[src/shared/gpio_pin_consts.vh]
// Register map, field layout and codes for the remote pin configuration block
`ifndef GPIO_PIN_CONSTS_VH
`define GPIO_PIN_CONSTS_VH

// Register indices; the bus byte address is four times the index
`define P12_SETUP_IDX       8'h1e
`define P3_SETUP_IDX        8'h1f
`define P56_SETUP_IDX       8'h20
`define PORT_CTRL_IDX       8'h30
`define PIN_LEVEL_IDX       8'h31
`define PIN_DRIVE_IDX       8'h32

// Reset values
`define SETUP_RESET         8'h00
`define PORT_CTRL_RESET     8'h00
`define OE_N_RESET          8'hff

// Nibble fields within a pin configuration
`define FLD_LOCAL_VALUE     3
`define FLD_FAR_ON          2
`define FLD_DIRECTION       1
`define FLD_FUNCTION_ON     0

// Direction/enable codes, written as {direction, enable}
`define MODE_FUNC_OUT       2'h0
`define MODE_GPIO_OUT       2'h1
`define MODE_TRISTATE       2'h2
`define MODE_GPIO_IN        2'h3

// Port control register field
`define FLD_SECONDARY_SEL   0

// Bus encodings
`define HTRANS_NONSEQ_BIT   1
`define HRESP_OKAY          1'h0
`define IDX_HI              9
`define IDX_LO              2

`endif

[src/rtl/pin_drive_select.v]
// Per-pin decode of a configuration nibble into a drive value and enable
`timescale 1ns/1ps
`include "gpio_pin_consts.vh"

module pin_drive_select (
  // Configuration
  input  wire [3:0] cfg_nibble,
  input  wire       attached,
  // Candidate values
  input  wire       far_value,
  input  wire       func_value,
  // Pad control
  output reg        drive_value,
  output reg        drive_oe_n
);

  always @* begin
    drive_value = 1'h0;
    drive_oe_n  = 1'h1;
    if (!attached) begin
      // A pin on the port not selected stays released
      drive_oe_n = 1'h1;
    end else if (cfg_nibble[`FLD_FAR_ON]) begin
      drive_value = far_value;
      drive_oe_n  = 1'h0;
    end else begin
      case (cfg_nibble[`FLD_DIRECTION:`FLD_FUNCTION_ON])
        `MODE_FUNC_OUT: begin
          drive_value = func_value;
          drive_oe_n  = 1'h0;
        end
        `MODE_GPIO_OUT: begin
          drive_value = cfg_nibble[`FLD_LOCAL_VALUE];
          drive_oe_n  = 1'h0;
        end
        `MODE_TRISTATE: drive_oe_n = 1'h1;
        `MODE_GPIO_IN:  drive_oe_n = 1'h1;
        default:        drive_oe_n = 1'h1;
      endcase
    end
  end

endmodule // pin_drive_select

[src/rtl/remote_gpio_pin_config.v]
// Configuration registers and pad control for pins 1, 2, 3, 5, 6 and second port
//
// Function
// - Three setup registers at indices 1Eh, 1Fh, 20h, all resetting to zero.
// - Secondary-port select moves pin 1, 2, 3 settings to the second port.
// - Local value drives pin only with GPIO enabled, output direction, remote off.
// - Remote control on makes pin an output carrying the remote value.
// - Direction/enable: 00 functional out, 10 tri-state, 01 GPIO out, 11 input.
// - Low pin in bits 3:0, high pin 7:4; value, remote, direction, enable.
`timescale 1ns/1ps
`include "gpio_pin_consts.vh"

module remote_gpio_pin_config (
  // Clock, reset and enable
  input  wire        ref_clk,
  input  wire        rst,
  input  wire        ce,
  // AHB-Lite slave
  input  wire        hsel,
  input  wire [31:0] haddr,
  input  wire [1:0]  htrans,
  input  wire        hwrite,
  input  wire [2:0]  hsize,
  input  wire [31:0] hwdata,
  input  wire        hready,
  output wire        hreadyout,
  output wire        hresp,
  output wire [31:0] hrdata,
  // Values from the link logic, bits for pins 1, 2, 3, 5, 6
  input  wire [4:0]  far_value,
  input  wire [4:0]  func_value,
  // Primary pins 1, 2, 3, 5, 6
  input  wire [4:0]  pin_in,
  output wire [4:0]  pin_out,
  output wire [4:0]  pin_oe_n,
  // Second port pins 1, 2, 3
  input  wire [2:0]  second_port_pin_in,
  output wire [2:0]  second_port_pin_out,
  output wire [2:0]  second_port_pin_oe_n,
  // Levels seen on pins 1, 2, 3, 5, 6 of the selected port
  output wire [4:0]  pin_level
);

  // Configuration registers
  reg  [7:0]  pins_one_two_setup_r;
  reg  [7:0]  pin_three_setup_r;
  reg  [7:0]  pins_five_six_setup_r;
  reg  [7:0]  port_ctrl_r;

  // Bus slave state
  reg         pend_r;
  reg         wr_r;
  reg         mapped_r;
  reg  [7:0]  idx_r;
  reg         hreadyout_r;
  reg  [31:0] hrdata_r;
  reg         hresp_r;
  reg  [31:0] rd_nxt;

  // Pad synchronisers and registered pad drive
  reg  [7:0]  pad_meta_r;
  reg  [7:0]  pad_sync_r;
  reg  [7:0]  pad_out_r;
  reg  [7:0]  pad_oe_n_r;
  reg  [4:0]  level_r;
  reg  [4:0]  level_nxt;

  // Slot view: 0..2 primary pins 1-3, 3..4 pins 5-6, 5..7 second port 1-3
  wire        secondary_port_select;
  wire [3:0]  nib_one;
  wire [3:0]  nib_two;
  wire [3:0]  nib_three;
  wire [3:0]  nib_five;
  wire [3:0]  nib_six;
  wire [31:0] slot_cfg;
  wire [7:0]  slot_attached;
  wire [7:0]  slot_far;
  wire [7:0]  slot_func;
  wire [7:0]  drv_value;
  wire [7:0]  drv_oe_n;
  wire [7:0]  pad_in;

  wire        addr_take;
  wire        addr_hi_zero;
  wire [7:0]  addr_idx;
  wire        addr_mapped;

  assign secondary_port_select = port_ctrl_r[`FLD_SECONDARY_SEL];

  // Nibble split of each setup register
  assign nib_one   = pins_one_two_setup_r[3:0];
  assign nib_two   = pins_one_two_setup_r[7:4];
  assign nib_three = pin_three_setup_r[3:0];
  assign nib_five  = pins_five_six_setup_r[3:0];
  assign nib_six   = pins_five_six_setup_r[7:4];

  // Pins 1-3 settings feed both ports; only one port is attached at a time
  assign slot_cfg = {nib_three, nib_two, nib_one,
                     nib_six, nib_five,
                     nib_three, nib_two, nib_one};
  assign slot_attached = {{3{secondary_port_select}}, 2'h3,
                          {3{~secondary_port_select}}};
  assign slot_far  = {far_value[2:0], far_value};
  assign slot_func = {func_value[2:0], func_value};

  assign pad_in = {second_port_pin_in, pin_in};

  genvar g;
  generate
    for (g = 0; g < 8; g = g + 1) begin : g_slot
      pin_drive_select u_sel (
        .cfg_nibble  (slot_cfg[4*g+3:4*g]),
        .attached    (slot_attached[g]),
        .far_value   (slot_far[g]),
        .func_value  (slot_func[g]),
        .drive_value (drv_value[g]),
        .drive_oe_n  (drv_oe_n[g])
      );
    end
  endgenerate

  // Pads are registered so the pin sees no decode glitches
  always @(posedge ref_clk) begin
    if (rst) begin
      pad_out_r  <= 8'h00;
      pad_oe_n_r <= `OE_N_RESET;
    end else if (ce) begin
      pad_out_r  <= drv_value;
      pad_oe_n_r <= drv_oe_n;
    end
  end

  // Pins come from outside the clock domain
  always @(posedge ref_clk) begin
    if (rst) begin
      pad_meta_r <= 8'h00;
      pad_sync_r <= 8'h00;
    end else if (ce) begin
      pad_meta_r <= pad_in;
      pad_sync_r <= pad_meta_r;
    end
  end

  // Logical pin level follows the port that owns pins 1-3
  always @* begin
    level_nxt[4:3] = pad_sync_r[4:3];
    if (secondary_port_select) begin
      level_nxt[2:0] = pad_sync_r[7:5];
    end else begin
      level_nxt[2:0] = pad_sync_r[2:0];
    end
  end

  always @(posedge ref_clk) begin
    if (rst) begin
      level_r <= 5'h00;
    end else if (ce) begin
      level_r <= level_nxt;
    end
  end

  // Address phase decode
  assign addr_take    = hsel & hready & htrans[`HTRANS_NONSEQ_BIT];
  assign addr_hi_zero = (haddr[31:`IDX_HI+1] == 22'h000000) &&
                        (haddr[`IDX_LO-1:0] == 2'h0);
  assign addr_idx     = haddr[`IDX_HI:`IDX_LO];
  assign addr_mapped  = addr_hi_zero &&
                        ((addr_idx == `P12_SETUP_IDX) ||
                         (addr_idx == `P3_SETUP_IDX)  ||
                         (addr_idx == `P56_SETUP_IDX) ||
                         (addr_idx == `PORT_CTRL_IDX) ||
                         (addr_idx == `PIN_LEVEL_IDX) ||
                         (addr_idx == `PIN_DRIVE_IDX));

  // One wait state: the data phase is served on the edge after the address
  always @(posedge ref_clk) begin
    if (rst) begin
      pend_r      <= 1'h0;
      wr_r        <= 1'h0;
      mapped_r    <= 1'h0;
      idx_r       <= 8'h00;
      hreadyout_r <= 1'h1;
    end else if (ce) begin
      if (pend_r) begin
        pend_r      <= 1'h0;
        hreadyout_r <= 1'h1;
      end else if (addr_take) begin
        pend_r      <= 1'h1;
        wr_r        <= hwrite;
        mapped_r    <= addr_mapped;
        idx_r       <= addr_idx;
        hreadyout_r <= 1'h0;
      end
    end
  end

  // Register writes; only the low byte lane carries data
  always @(posedge ref_clk) begin
    if (rst) begin
      pins_one_two_setup_r  <= `SETUP_RESET;
      pin_three_setup_r     <= `SETUP_RESET;
      pins_five_six_setup_r <= `SETUP_RESET;
      port_ctrl_r           <= `PORT_CTRL_RESET;
    end else if (ce && pend_r && wr_r && mapped_r) begin
      case (idx_r)
        `P12_SETUP_IDX: pins_one_two_setup_r  <= hwdata[7:0];
        `P3_SETUP_IDX:  pin_three_setup_r     <= hwdata[7:0];
        `P56_SETUP_IDX: pins_five_six_setup_r <= hwdata[7:0];
        `PORT_CTRL_IDX: port_ctrl_r <= {7'h00, hwdata[`FLD_SECONDARY_SEL]};
        default:        port_ctrl_r <= port_ctrl_r;
      endcase
    end
  end

  // Read mux; unmapped reads return zero; writes to read-only or unmapped indices are dropped and leave hrdata unchanged; all answer OKAY
  always @* begin
    rd_nxt = 32'h00000000;
    case (idx_r)
      `P12_SETUP_IDX: rd_nxt[7:0] = pins_one_two_setup_r;
      `P3_SETUP_IDX:  rd_nxt[7:0] = pin_three_setup_r;
      `P56_SETUP_IDX: rd_nxt[7:0] = pins_five_six_setup_r;
      `PORT_CTRL_IDX: rd_nxt[7:0] = port_ctrl_r;
      `PIN_LEVEL_IDX: rd_nxt[7:0] = pad_sync_r;
      `PIN_DRIVE_IDX: rd_nxt[15:0] = {~pad_oe_n_r, pad_out_r};
      default:        rd_nxt = 32'h00000000;
    endcase
    if (!mapped_r) begin
      rd_nxt = 32'h00000000;
    end
  end

  always @(posedge ref_clk) begin
    if (rst) begin
      hrdata_r <= 32'h00000000;
    end else if (ce && pend_r && !wr_r) begin
      hrdata_r <= rd_nxt;
    end
  end

  // Registered so every bus output leaves a flop; no error response exists
  always @(posedge ref_clk) begin
    hresp_r <= `HRESP_OKAY;
  end

  assign hreadyout = hreadyout_r;
  assign hresp     = hresp_r;
  assign hrdata    = hrdata_r;

  assign pin_out              = pad_out_r[4:0];
  assign pin_oe_n             = pad_oe_n_r[4:0];
  assign second_port_pin_out  = pad_out_r[7:5];
  assign second_port_pin_oe_n = pad_oe_n_r[7:5];
  assign pin_level            = level_r;

endmodule // remote_gpio_pin_config

[config.mk]
export PLATFORM = sky130hd
export DESIGN_NAME = remote_gpio_pin_config
export DESIGN_NICKNAME = d
export VERILOG_FILES = /design/src/rtl/pin_drive_select.v /design/src/rtl/remote_gpio_pin_config.v
export VERILOG_INCLUDE_DIRS = /design/src /design/src/shared
export SDC_FILE = /design/constraint.sdc
export NUM_CORES = 1
export LEC_CHECK = 0
export BUFFER_PORTS_ARGS = -buffer_cell sky130_fd_sc_hd__buf_2
export CAP_MARGIN = 20
export CORE_ASPECT_RATIO = 2
export CORE_MARGIN = 2
export CORE_UTILIZATION = 28
export CTS_CLUSTER_SIZE = 25
export DETAILED_ROUTE_END_ITERATION = 12
export PLACE_DENSITY_LB_ADDON = 0.2
export SYNTH_ARGS = -nofsm -noshare
export SYNTH_HDL_FRONTEND = slang
export SYNTH_SLANG_ARGS = --single-unit
[constraint.sdc]
create_clock -name ref_clk -period 2 [get_ports ref_clk]
set_clock_uncertainty 0.2 [all_clocks]
set_input_delay 0.2 -clock ref_clk [delete_from_list [all_inputs] [get_ports ref_clk]]
set_output_delay 0.2 -clock ref_clk [all_outputs]
set_load 0.01 [all_outputs]
After elaboration in Yosys (flattened, before gate mapping)
Cells that the tools add are included.

storage, ports and cells
  flip-flop bits (word level) = 106
  memory bits (read-only) = 0
  word-level logic and storage cells = 122
  RAM bits = 0
  input bits = 93
  latch bits = 0
  output and inout port bits = 55
  memories = 0

cells by class
  bitwise gates (word level) = 4
  multipliers = 0
  muxes and demuxes = 40
  shifts and indexed selects = 0
  equal/unequal tests = 27
  $add $sub $neg = 0
  magnitude comparators = 0
  div/mod/pow operators = 0
  reduce and logical (&&, ||, !) cells = 36

operators by type and width
  kind                                                 number
  equality test 8 x 6 -> 1 bit, second input constant  8
  case mux 8 bit (6 select lines)                      1
  equality test 8 x 5 -> 1 bit, second input constant  4
  two-way mux 1 bit                                    26
  zero test 22 bit                                     1
  equality test 2 bit, second input constant           10
  case mux 1 bit (2 select lines)                      10
  OR reduction 2 bit                                   10
  two-way mux 16 bit                                   1
  zero test 2 bit                                      6
  equality test 2 x 1 -> 1 bit, second input constant  5
  AND reduction 2 bit                                  5
  two-way mux 8 bit                                    1
  inverter 8 bit                                       1
  logical AND 1 bit                                    6
  logical OR 1 bit                                     5
  two-way mux 3 bit                                    1
  AND reduction 3 bit                                  1
  bitwise AND 1 bit                                    2
  nonzero test 2 bit                                   1
  zero test 1 bit                                      1
  inverter 1 bit                                       1

Logic depth before layout (Yosys ltp)
  depth in word-level cells = 7
  gate-level depth with buffers = 6
  depth with buffers taken out = 4

By module
From an unflattened synthesis, not the netlist that was laid out.

second synthesis, totals
  cells, all modules = 440
  area total of the unflattened synthesis = 4,117.7 µm²

by module, submodules not included
  module                  area each (µm²)  cells each  times used  sequential area each (µm²)
  remote_gpio_pin_config  3,807.4          400         1           1,801.7
  pin_drive_select        38.8             5           8           0.0

Worst setup path before layout
OpenSTA, ideal clock, no wires.

  path type = reg-to-reg
  start = register idx_r[0]
  end = register pins_five_six_setup_r[0]
  slack = -0.101 ns
  data required time = 1.672 ns
  arrival time = 1.774 ns
  path buffers = 2
  setup time = 0.128 ns
  cell stages (with the launch flop) = 7
  period minus slack after synthesis = 2.101 ns
  cell sequence = dfxtp_1 > buf_6 > or4_4 > buf_6 > nor4_4 > mux2i_1 > nor2_1

on the way
  word-level cells in the longest chain between the ends = 2

RTL lines
  element                               line                          RTL
  start: declaration                    remote_gpio_pin_config.v:54   reg [7:0] idx_r;
  start signal: assignment              remote_gpio_pin_config.v:191  idx_r <= addr_idx;
  equality test 8 x 6 -> 1 bit          remote_gpio_pin_config.v:205  case (idx_r)
  AND reduction 2 bit (no source line)  --
  end signal: assignment                remote_gpio_pin_config.v:202  pins_five_six_setup_r <= `SETUP_RESET;
  end signal: assignment                remote_gpio_pin_config.v:208  `P56_SETUP_IDX: pins_five_six_setup_r <= hwdata[7:0];
  end: declaration                      remote_gpio_pin_config.v:47   reg [7:0] pins_five_six_setup_r;

No other way between the ends.
A chain may end at the register's enable or synchronous reset.

Final worst setup path
  start = register idx_r[6]
  end = register hrdata_r[4] (netlist: hrdata[4])

on the way
  word-level cells in the longest chain between the ends = 3
  elaborated cells between the ends (all ways) = 8
  classes of those cells = 6 x eq/ne; 2 x mux

RTL lines
  element                                                                       line                          RTL
  equality test 8 x 6 -> 1 bit or equality test 8 x 5 -> 1 bit (tied branches)  remote_gpio_pin_config.v:218  case (idx_r)
  case mux 8 bit (6 select lines) *                                             remote_gpio_pin_config.v:218
  two-way mux 16 bit *                                                          remote_gpio_pin_config.v:227  if (!mapped_r) begin
  end signal: assignment                                                        remote_gpio_pin_config.v:236  hrdata_r <= rd_nxt;
  end: declaration                                                              remote_gpio_pin_config.v:56   reg [31:0] hrdata_r;

Every way passes the cells marked *; elsewhere a longest branch is shown, timed or not.

==> results.toml <==
[detailed_routing]
routed_wl_um = 11400
viasPerCell = 4.63
route.met3.wl_um = 557
vias = 3581
dr_wl_met2_um = 5720
drtPass1Iterations = 4
drt_iter0_drc = 161
top_layer_used = "met4"
postRouteAntennaNets = 0
drt-met1-wl_um = 5010
drc = 0
wl_per_cell_um = 14.8

[synthesis]
synth_commonest_cells = "90 x dfxtp_1, 65 x nor2_1, 52 x mux2i_1"
ys.flop_type = "dfxtp_1"
ys_top_cells_by_area = "dfxtp_1 45%, mux2i_1 13%, nor2_1 6.1%, nand2_1 3.6%, buf_4 3.2%"
synth_edf_count = 0
ys_seq_elements = 90
syn_area_sq_um = 4030
seq_area_frac_synth = 0.447
synthArstFlopShare = 0
synth_cell_type_count = 48
syn_avg_cell_area_sq_um = 9.21
yosys_warnings = 0
synth_largest_area_cell = "dfxtp_1"
synth_top_area_frac = 0.447
synthCells = 438
yosysMostFrequentCell = "dfxtp_1"

[timing]
setup_viol = 0
drv_slew = 0
setup_tns_ns = 0
hold_violations = 0
rsz0062_at_grt = "true"
worst_pin_slew_ns = 0.500
min_period_over_period = 0.978
fmax_mhz = 511
period_needed_ns = 1.96
slew_headroom = 0.666

[floorplanning]
ioPinCount = 148
coreArea_sq_um = 14200
dieArea_sq_um = 15400
initial_core_util = 0.284
fp-row-count = 62
die_w_um = 88.9
die_h_um = 174

[finish]
layout-drive-gt1-share = 0.281
area.sequential_sq_um = 1800
n_antenna_cell = 0
multi_input_area_sq_um = 2040
area_growth_pct = 34.4
nets = 669
fillers = 1503

[placement]
dpl.hpwl_um = 8540
gp_congestion = 0.770
port_buffers = 102

[status]
status = "finished, final reports clean"

[job]
drv_cap = 0

[global_routing]
grt_max_degree = 47
first_global_vias = 3452
track_usage = 0.151
grt_remaining_overflow = 0
grt_pass1_wl_um = 18000
antenna_found_initial = 0

[clock_tree]
clock_sinks = 90
cts_inserted_buffers = 9
clockRootBuffer = "clkbuf_16"
cts.htree.levels = 3
path_clk_slew_ns = 0.06
cts_tree = "done"
cts.path.max_buffers = 2
clk_latency_ns = 0.34

[critical_path]
criticalPathCategory = "flip-flop to flip-flop"
cp-end-kind = "flip-flop"
r2r_end = "hrdata[4]"
required_ns = 2.06
reg2regPathDepth = 4
r2r-start = "idx_r[6]"
arrival_ns = 2.01
start_kind = "flip-flop"
reg2reg_slack_ns = 0.04
path_max_fanout = 8

[min_path]
min_delay_path_depth = 4
worstHoldStart = "hready"
hold_end = "hreadyout"
min_path_type = "input pin to flip-flop"

[pwr]
p_leak_nw = 2.23
total_power_w = 0.00403
peakVddDrop_mv = 0.385
p_per_area_nw_per_um2 = 744
==> cells by family after synthesis <==
family | count (synthesis) | synth area share
other | 1 | 0.000930
and+or+nand+nor | 162 | 0.206
buffers and inverters | 48 | 0.0645
DFF | 90 | 0.447
muxes | 59 | 0.149
AOI/OAI and AO/OA | 78 | 0.133
==> power breakdown <==
group / total [W] / switching [W] / leakage, nW / internal, W
Clock: 0.00185 / 0.000716 / 0.160 / 0.00113
Combinational: 0.000327 / 0.000169 / 1.34 / 0.000158
Sequential: 0.00186 / 0.0000278 / 0.731 / 0.00183
Total: 0.00403 / 0.000912 / 2.23 / 0.00312
==> cells in the final DEF (no fill, tap or decap), types with 4 or more instances in the layout <==
cell type	netlist	routed
a211oi_1	4	4
clkbuf_16	0	9
o22ai_1	6	6
buf_2	1	102
a21oi_1	20	20
nand3_1	4	4
nor4b_1	5	5
dlygate4sd3_1	0	26
conb_1	1	17
mux2i_1	52	52
buf_4	17	27
a2bb2oi_1	8	8
nor2b_1	5	5
o21ai_0	12	12
nor2_1	65	65
a221oi_1	6	6
nand2b_1	7	7
nor4_1	8	8
nand4_1	6	6
nand2_1	39	39
mux2_2	7	7
dfxtp_1	90	89
a22oi_1	5	4
a32o_1	7	7
==> through the flow <==
step	hold WS [ns]	instance area, sq um	std cells	setup WS, ns	utilization
3_3_place_gp	0.232	4810	730	0.113	0.339
4_1_cts	0.0421	5400	772	0.0621	0.380
3_5_place_dp	0.241	4810	730	0.0861	0.339
6_report	0.0458	5420	773	0.0440	0.382
2_1_floorplan	0.136	4090	454	-0.101	-
5_1_grt	0.0750	5420	773	-0.109	0.382
==> registers in the layout, summed over array words and instances (netlist names) <==
signal                 count
hrdata                    16
idx_r                      8
pad_meta_r                 8
pad_oe_n_r                 8
pad_out_r                  8
pad_sync_r                 8
pin_three_setup_r          8
pins_five_six_setup_r      8
pins_one_two_setup_r       8
pin_level                  5
hreadyout                  1
mapped_r                   1
pend_r                     1
port_ctrl_r                1
wr_r                       1
==> worst max-delay path by stage <==
| stage | start | slack (ns) | endpoint |
|---|---|---|---|
| 3_5_place_dp | idx_r[7] | 0.09 | hrdata[1] |
| 2_1_floorplan | idx_r[0] | -0.10 | pins_five_six_setup_r[0] |
| 4_1_cts | idx_r[7] | 0.06 | hrdata[4] |
| 5_1_grt | idx_r[6] | -0.11 | hrdata[4] |
| 6_report | idx_r[6] | 0.04 | hrdata[4] |
| 3_3_place_gp | idx_r[2] | 0.11 | hrdata[0] |
==> cell type report <==
cell class              instances  share of cell area
repair buffers                157               0.185
inverters                       2             0.00138
well taps                     192              0.0443
multi-input cells             316               0.376
clock inverters                 6              0.0164
flip-flops and latches         90               0.333
clock buffers                  10              0.0441
==> metal layers <==
metal  global-route usage  up-vias
li1                     -     1819
met4               0.0436        0
met2                0.253      101
met3               0.0295       10
met5                    0        -
met1                0.193     1651
==> timing repair <==
item | in CTS | in global routing
endpoints found under the hold margin | 43 | 0
gates resized for setup | 0 | 4
hold buffers | 26 | 0
setup endpoints to repair | 0 | 13
buffers inserted | 0 | 1
==> critical path, cell delays in order (launching register included) <==
cell and delay (ns):
dfxtp_2 0.33, or4_4 0.61, nor4_1 0.35, a22oi_2 0.18, o21ai_0 0.21
Note: power is estimated with default switching activity, not from simulation.
